===== src/hw/flash_protect_consts.vh =====
// Constants for the flash program-protection block.
// Included by the protection logic and its early-boot timer.
`ifndef FLASH_PROTECT_CONSTS_VH
`define FLASH_PROTECT_CONSTS_VH
`define FPC_SFR_ADDR 8'hB2
`define FPC_EARLY_BOOT_BIT 7
`define FPC_CODE_LOCK_BIT 6
`define FPC_MEM_EN_BIT 1
`define FPC_PROG_WE_BIT 0
`define FPC_RESET 8'h00
`define ACC_ADDR 16'h2005
`define ACC_EMU_CLK_OFF_BIT 5
`define ACC_RESET 8'h00
`define EARLY_BOOT_CYCLES 6'd32
`define PAGE_ZERO 7'h00
`endif


===== src/hw/early_boot_timer.v =====
// Counts the early-boot cycles after reset release.
// Assumes one cycle per processor instruction on clk_sys.
`timescale 1ns/1ps
`include "flash_protect_consts.vh"
module early_boot_timer (
    input wire clk_sys,
    input wire rstn,
    output reg early_boot_q
);
    reg [5:0] count_q;
    always @(posedge clk_sys or negedge rstn) begin
        if (!rstn) begin
            count_q <= 6'h00;
            early_boot_q <= 1'b1;
        end else if (early_boot_q) begin
            count_q <= count_q + 6'h01;
            if (count_q == `EARLY_BOOT_CYCLES - 6'h01) begin
                early_boot_q <= 1'b0;
            end
        end
    end
endmodule


===== src/hw/flash_code_protection.v =====
// Program-security logic: early-boot window, sticky code lock, gating of
// emulator, flash page-zero and external-read requests.
// Assumes the processor SFR and config-RAM write/read strobes are synchronous
// to clk_sys, and flash/emulator requests are one-cycle pulses.
// Summary of operation
// - While locked, every emulator operation except global erase is refused.
// - The lock can only be set by processor code during the 32-cycle early boot.
// - Once set, the lock is released only by chip reset; a global erase leaves it set.
// - A global erase also clears the engine program RAM regardless of the lock.
// - During the first 32 cycles after reset the emulator is held off entirely.
// - Bit 7 of register 0xB2 is a read-only flag that is high during early boot.
// - After early boot the emulator may be enabled and take control, subject to lock.
// - The lock bit at 0xB2 bit 6 is cleared on every processor reset.
// - The lock bit accepts only writes of one; writing zero leaves it unchanged.
// - While locked, all external reads of program code are blocked.
// - While locked, page-zero erase is refused from both sources, but a processor erase lands on page zero if a live emulator request names page zero.
// - While locked, page-zero writes are suppressed from both sources, but a processor write lands on page zero if a live emulator request names page zero.
// - Writing one to the emulator clock disable bit stops the emulator clock.
`timescale 1ns/1ps
`include "flash_protect_consts.vh"
module flash_code_protection (
    input wire clk_sys,
    input wire rstn,
    input wire sfr_wr,
    input wire sfr_rd,
    input wire [7:0] sfr_addr,
    input wire [7:0] sfr_wdata,
    output reg [7:0] sfr_rdata_q,
    input wire cfg_wr,
    input wire cfg_rd,
    input wire [15:0] cfg_addr,
    input wire [7:0] cfg_wdata,
    output reg [7:0] cfg_rdata_q,
    input wire emu_enable,
    input wire emu_req,
    input wire emu_global_erase,
    input wire emu_page_erase,
    input wire emu_write,
    input wire emu_read,
    input wire [6:0] emu_page,
    input wire cpu_page_erase,
    input wire cpu_write,
    input wire [6:0] cpu_page,
    input wire ext_code_read,
    input wire [7:0] flash_rdata,
    output reg emu_grant_q,
    output reg emu_clk_en_q,
    output reg emu_refused_q,
    output reg [7:0] emu_rdata_q,
    output reg ext_read_grant_q,
    output reg flash_global_erase_q,
    output reg engine_ram_clear_q,
    output reg flash_page_erase_q,
    output reg flash_write_q,
    output reg [6:0] flash_page_q,
    output reg code_lock_q,
    output reg early_boot_out_q
);

    wire early_boot;
    reg code_lock_bit_q;
    reg code_lock_bit_d;
    reg mem_en_q;
    reg mem_en_d;
    reg prog_we_q;
    reg prog_we_d;
    reg [7:0] acc_q;
    reg [7:0] acc_d;
    reg [7:0] sfr_rdata_d;
    reg [7:0] cfg_rdata_d;
    reg emu_grant_d;
    reg emu_clk_en_d;
    reg emu_refused_d;
    reg [7:0] emu_rdata_d;
    reg ext_read_grant_d;
    reg flash_global_erase_d;
    reg engine_ram_clear_d;
    reg flash_page_erase_d;
    reg flash_write_d;
    reg [6:0] flash_page_d;
    reg code_lock_d;
    reg early_boot_out_d;

    wire emulator_clock_off = acc_q[`ACC_EMU_CLK_OFF_BIT];
    wire sfr_hit = sfr_addr == `FPC_SFR_ADDR;
    wire cfg_hit = cfg_addr == `ACC_ADDR;
    // A lock write outside early boot is dropped, so late firmware cannot arm it
    wire lock_write = sfr_wr && sfr_hit && sfr_wdata[`FPC_CODE_LOCK_BIT];
    wire emu_live = !early_boot && emu_enable && !emulator_clock_off;
    wire emu_other = emu_page_erase || emu_write || emu_read;
    wire emu_ok_other = emu_live && !code_lock_bit_q;
    // Global erase stays open under lock, so a locked part can always be recovered
    wire emu_ok_erase = emu_live && emu_global_erase;
    wire emu_accept = emu_req && (emu_ok_erase || (emu_ok_other && emu_other));

    early_boot_timer u_timer (
        .clk_sys(clk_sys),
        .rstn(rstn),
        .early_boot_q(early_boot)
    );

    // Requester 0 is the processor, requester 1 the emulator
    wire [1:0] req_erase;
    wire [1:0] req_write;
    wire [13:0] req_page;
    wire [1:0] erase_ok;
    wire [1:0] write_ok;
    assign req_erase = {emu_req && emu_ok_other && emu_page_erase, cpu_page_erase};
    assign req_write = {emu_req && emu_ok_other && emu_write, cpu_write};
    assign req_page = {emu_page, cpu_page};
    genvar src;
    generate
        for (src = 0; src < 2; src = src + 1) begin : page_guard
            wire page_zero = req_page[src * 7 +: 7] == `PAGE_ZERO;
            // Page zero holds the boot code; while locked erase and write requests that name page zero are blocked here
            wire shielded = code_lock_bit_q && page_zero;
            assign erase_ok[src] = req_erase[src] && !shielded;
            assign write_ok[src] = req_write[src] && !shielded;
        end
    endgenerate

    always @* begin
        code_lock_bit_d = code_lock_bit_q;
        mem_en_d = mem_en_q;
        prog_we_d = prog_we_q;
        acc_d = acc_q;
        if (sfr_wr && sfr_hit) begin
            mem_en_d = sfr_wdata[`FPC_MEM_EN_BIT];
            prog_we_d = sfr_wdata[`FPC_PROG_WE_BIT];
        end
        // Set-only: a zero write or a global erase leaves it, only reset clears it
        if (lock_write && early_boot) begin
            code_lock_bit_d = 1'b1;
        end
        if (cfg_wr && cfg_hit) begin
            acc_d = cfg_wdata;
        end
    end

    always @* begin
        sfr_rdata_d = 8'h00;
        if (sfr_rd && sfr_hit) begin
            // Bits 5 to 2 are not implemented and read as zero
            sfr_rdata_d[`FPC_EARLY_BOOT_BIT] = early_boot;
            sfr_rdata_d[`FPC_CODE_LOCK_BIT] = code_lock_bit_q;
            sfr_rdata_d[`FPC_MEM_EN_BIT] = mem_en_q;
            sfr_rdata_d[`FPC_PROG_WE_BIT] = prog_we_q;
        end
        cfg_rdata_d = 8'h00;
        if (cfg_rd && cfg_hit) begin
            cfg_rdata_d = acc_q;
        end
    end

    // Answers are decided here and registered below: one cycle after the request
    always @* begin
        emu_clk_en_d = !emulator_clock_off && !early_boot;
        emu_grant_d = emu_accept;
        emu_refused_d = emu_req && !emu_accept;
        emu_rdata_d = 8'h00;
        // No data is presented for refused reads
        if (emu_req && emu_read && emu_ok_other) begin
            emu_rdata_d = flash_rdata;
        end
        ext_read_grant_d = ext_code_read && !code_lock_bit_q;
        flash_global_erase_d = emu_req && emu_ok_erase;
        engine_ram_clear_d = emu_req && emu_ok_erase;
        flash_page_erase_d = |erase_ok;
        flash_write_d = |write_ok;
        flash_page_d = cpu_page;
        // The emulator wins the page address when both are active
        if (emu_req && emu_live) begin
            flash_page_d = emu_page;
        end
        code_lock_d = code_lock_bit_q;
        early_boot_out_d = early_boot;
    end

    // The lock must never outlive a reset, hence the asynchronous clear
    always @(posedge clk_sys or negedge rstn) begin
        if (!rstn) begin
            code_lock_bit_q <= 1'b0;
            mem_en_q <= 1'b0;
            prog_we_q <= 1'b0;
            acc_q <= `ACC_RESET;
            sfr_rdata_q <= 8'h00;
            cfg_rdata_q <= 8'h00;
            emu_grant_q <= 1'b0;
            emu_clk_en_q <= 1'b0;
            emu_refused_q <= 1'b0;
            emu_rdata_q <= 8'h00;
            ext_read_grant_q <= 1'b0;
            flash_global_erase_q <= 1'b0;
            engine_ram_clear_q <= 1'b0;
            flash_page_erase_q <= 1'b0;
            flash_write_q <= 1'b0;
            flash_page_q <= 7'h00;
            code_lock_q <= 1'b0;
            // Early boot shows from reset on, so the emulator is held off at once
            early_boot_out_q <= 1'b1;
        end else begin
            code_lock_bit_q <= code_lock_bit_d;
            mem_en_q <= mem_en_d;
            prog_we_q <= prog_we_d;
            acc_q <= acc_d;
            sfr_rdata_q <= sfr_rdata_d;
            cfg_rdata_q <= cfg_rdata_d;
            emu_grant_q <= emu_grant_d;
            emu_clk_en_q <= emu_clk_en_d;
            emu_refused_q <= emu_refused_d;
            emu_rdata_q <= emu_rdata_d;
            ext_read_grant_q <= ext_read_grant_d;
            flash_global_erase_q <= flash_global_erase_d;
            engine_ram_clear_q <= engine_ram_clear_d;
            flash_page_erase_q <= flash_page_erase_d;
            flash_write_q <= flash_write_d;
            flash_page_q <= flash_page_d;
            code_lock_q <= code_lock_d;
            early_boot_out_q <= early_boot_out_d;
        end
    end
endmodule


===== config.mk =====
export PLATFORM = sky130hd
export DESIGN_NAME = flash_code_protection
export DESIGN_NICKNAME = d
export VERILOG_FILES = /design/src/hw/early_boot_timer.v /design/src/hw/flash_code_protection.v
export VERILOG_INCLUDE_DIRS = /design/src /design/src/hw
export SDC_FILE = /design/constraint.sdc
export NUM_CORES = 1
export LEC_CHECK = 0
export BUFFER_PORTS_ARGS = -buffer_cell sky130_fd_sc_hd__buf_2
export CAP_MARGIN = 30
export CORE_UTILIZATION = 44
export DETAILED_ROUTE_END_ITERATION = 16
export GPL_ROUTABILITY_DRIVEN = 0
export PLACE_DENSITY = 0.81
export SLEW_MARGIN = 20
export SYNTH_ARGS = -nofsm -noshare
export SYNTH_HDL_FRONTEND = slang
export SYNTH_SLANG_ARGS = --single-unit

===== constraint.sdc =====
create_clock -name clk_sys -period 2.4 [get_ports clk_sys]
set_clock_uncertainty 0.2 [all_clocks]
set_input_delay 0.12 -clock clk_sys [delete_from_list [all_inputs] [get_ports clk_sys]]
set_output_delay 0.12 -clock clk_sys [all_outputs]
set_load 0.03 [all_outputs]

==> impl_metrics.csv <==
group,metric,value,unit
clock_network,cts_buffers,5,
timing,setup_viol,0,
global_routing,top_usage_layer,"met2",
global_routing,grt_max_degree,36,
route,vias,1802,
power_and_ir_drop,seq_power_share,55.5,%
place,post_dp_cell_area,2683,um^2
synth,synth_adder_area_share,0.5865,%
worst_setup_path,r2r_setup_slack,0.15,ns
timing,drv_slew,0,
synth,synthXorXnorAreaFrac,2.053,%
clock_network,postCtsSetupBuffers,0,
global_routing,grt_util_met1,26.69,%
worst_setup_path,start_kind,"flop",
synth,synth_top_area_share,61.00,%
global_routing,antenna_found_initial,0,
clock_network,clock_latency,0.30,ns
route,firstDrtPassIters,4,
worst_setup_path,arrival,2.23,ns
timing,maxSlewHeadroom,50.09,%
synth,ys_ff_latch,54,
synth,yosysSeqAreaShare,63.46,%
finish,n_antenna_cell,0,
clock_network,htreeDepth,2,
die,start_util,47.36,%
timing,tns,0,ns
job,drv_cap,0,
worst_setup_path,worstPathRequired,2.38,ns
timing,setup_slack,0.1513,ns
finish,layout.nets,391,
timing,clock.fmax,444.7,MHz
synth,synth_top_family_by_area,"simple AND/OR/NAND/NOR gates",
synth,ys_top_cells_by_area,"dfrtp_1 61%, mux2_4 5.6%, mux2_2 4.2%, and3_1 4.1%, and2_1 2.6%",
die,rows,24,
power_and_ir_drop,p_comb_share,15.5,%
synth,synth.avg_cell_area,14.71,um^2
global_routing,use_met2,44.97,%
power_and_ir_drop,p_int,1.269,mW
timing,finalCritPeriodShare,93.69,%
finish,post-route-cell-area,3339,um^2
die,io_pins,118,
power_and_ir_drop,p_sw,0.4168,mW
place,dp_hpwl,3250,um
finish,areaGrowthSynthToFinish,56.54,%
global_routing,gr-total-overflow,0,
timing,worst_pin_slew,0.7486,ns
route,drt_wl_total,5886,um
power_and_ir_drop,ir_drop,304.5,uV
global_routing,grt_pass1_wl,9390,um
clock_network,clockBufferDepth,2,
power_and_ir_drop,switching_share,24.72,%
power_and_ir_drop,leakagePower,1.834,nW
route,route.detailed.drc,0,
place,place_ws,0.5131,ns
power_and_ir_drop,clkPwrFrac,29.0,%
synth,synth.distinct_cells,33,
route,vias_per_cell,4.923,
timing,hold_viol_final,0,
die,fp.dieArea,5131,um^2
clock_network,cts.sinks,54,
synth,synthSimpleGateAreaFrac,16.72,%
route,routedWlPerCell,16.08,um
finish,drive_above_1_share,45.22,%
clock_network,clkSlewWorstSetupHoldPaths,0.09,ns
die,core,4504,um^2
timing,grt_setup_unrepaired,"no",
global_routing,met3_usage,8.017,%
finish,final_common_cell,"buf_2",
worst_setup_path,critPathMaxFanout,10,
worst_setup_path,path_class,"flop to flop",
hold_path,min_path_type,"primary input to flop",
finish,final_cell_mix,"108 x buf_2, 57 x dlygate4sd3_1, 52 x dfrtp_1",
route,drt-initial-drc-count,45,
place,io_buffers,108,
die,dieWidth,71.63,um
synth,synth_top_area_cell,"dfrtp_1",
timing,period_minus_slack,2.249,ns
power_and_ir_drop,powerDensity,504.8,nW/um^2
outcome,status,"finished, final reports clean",
die,die_h,71.63,um
global_routing,grt_pass1_vias,1970,
clock_network,clockRootBuffer,"clkbuf_8",
synth,netlist_area,2133,um^2
synth,syn_inst,145,
worst_setup_path,crit_path_end_kind,"flop",
synth,yosysWarnings,0,
synth,synth_compound_area_share,2.053,%
global_routing,grt_use_total,24.82,%
route,ant_nets,0,
synth,synth.area.mux_share,10.91,%
clock_network,cts_tree,"done",
[registers in the layout (all words and copies together) (netlist names), 4 cells and up]
name and cells:
emu_rdata_q 8, sfr_rdata_q 4, flash_page_q 7, acc_q 8, u_timer.count_q 6, cfg_rdata_q 8
[synth_stat cells, drive strengths merged]
master / n
nand4b: 1
nand2b: 1
o21a: 1
nor2b: 3
nor4: 3
a22o: 2
nand2: 6
and3: 15
nor2: 5
ha: 1
dfstp: 2
o31a: 1
nand4: 3
a41o: 1
xnor2: 3
conb: 1
and2: 9
nor3: 1
dfrtp: 52
mux2: 18
buf: 9
inv: 1
xor2: 2
nor4b: 4
[cells by family after synthesis]
group	Yosys count
AOI/OAI and AO/OA	5
muxes	18
adders and majority gates	1
DFF	54
and+or+nand+nor	51
xor gates and xnor gates	5
other	1
buffers and inverters	10
[stage by stage]
step                      utilization [%]  hold slack, ns  power, mW  cells
after floorplan                         -         -0.3756      1.040    148
after global placement              59.56         0.02063      1.133    301
after detailed placement            59.56         0.02573      1.136    301
after CTS                           74.14         0.01604      1.688    366
after global routing                74.14         0.04392      1.776    366
final                               74.14         0.03765      1.686    366
[final cells by class]
| type | count | area, um^2 |
|---|---|---|
| well taps | 52 | 65.06 |
| clock inverters | 2 | 13.76 |
| multi-input cells | 84 | 704.4 |
| clock buffers | 6 | 72.57 |
| inverters | 1 | 3.754 |
| fillers | 273 | 1165 |
| repair buffers | 167 | 1126 |
| flip-flops and latches | 54 | 1354 |
[power groups by stage]
stage               Combinational [mW]  Clock [mW]  Sequential (mW)
finish                           0.262       0.488            0.936
detailed placement               0.184           0            0.952
floorplan                       0.0496           0            0.990
global placement                 0.181           0            0.951
global route                     0.280       0.560            0.937
CTS                              0.252       0.503            0.934
[critical path, cell delays in order, from the launching register on]
cell and delay, ns:
dfstp_2 0.66, nor2_4 0.05, and3_4 0.22, nor2b_4 0.17, a22o_1 0.24, dlygate4sd3_1 0.59
[routing by layer]
layer  routed length (um)  part of all wire, %
met1                 2219                   38
met4                  196                  3.3
met5                    0                    0
met3                  497                  8.4
met2                 2973                   51
[worst paths after layout]
kind / startpoint / to / cells after the start
max in group asynchronous: rstn / emu_refused_q / 3
max reg2reg: u_timer.early_boot_q / flash_write_q / 5
min in group asynchronous: rstn / code_lock_bit_q / 2
max: u_timer.early_boot_q / flash_write_q / 5
min: cfg_rd / cfg_rdata_q[7] / 4
min reg2reg: u_timer.early_boot_q / early_boot_out_q / 0
[what timing repair did]
action | CTS | global route
endpoints found under the hold margin | 67 | 0
resized for setup | 0 | 0
hold buffers | 57 | 0
No activity file was read; power rests on OpenSTA's default activity.
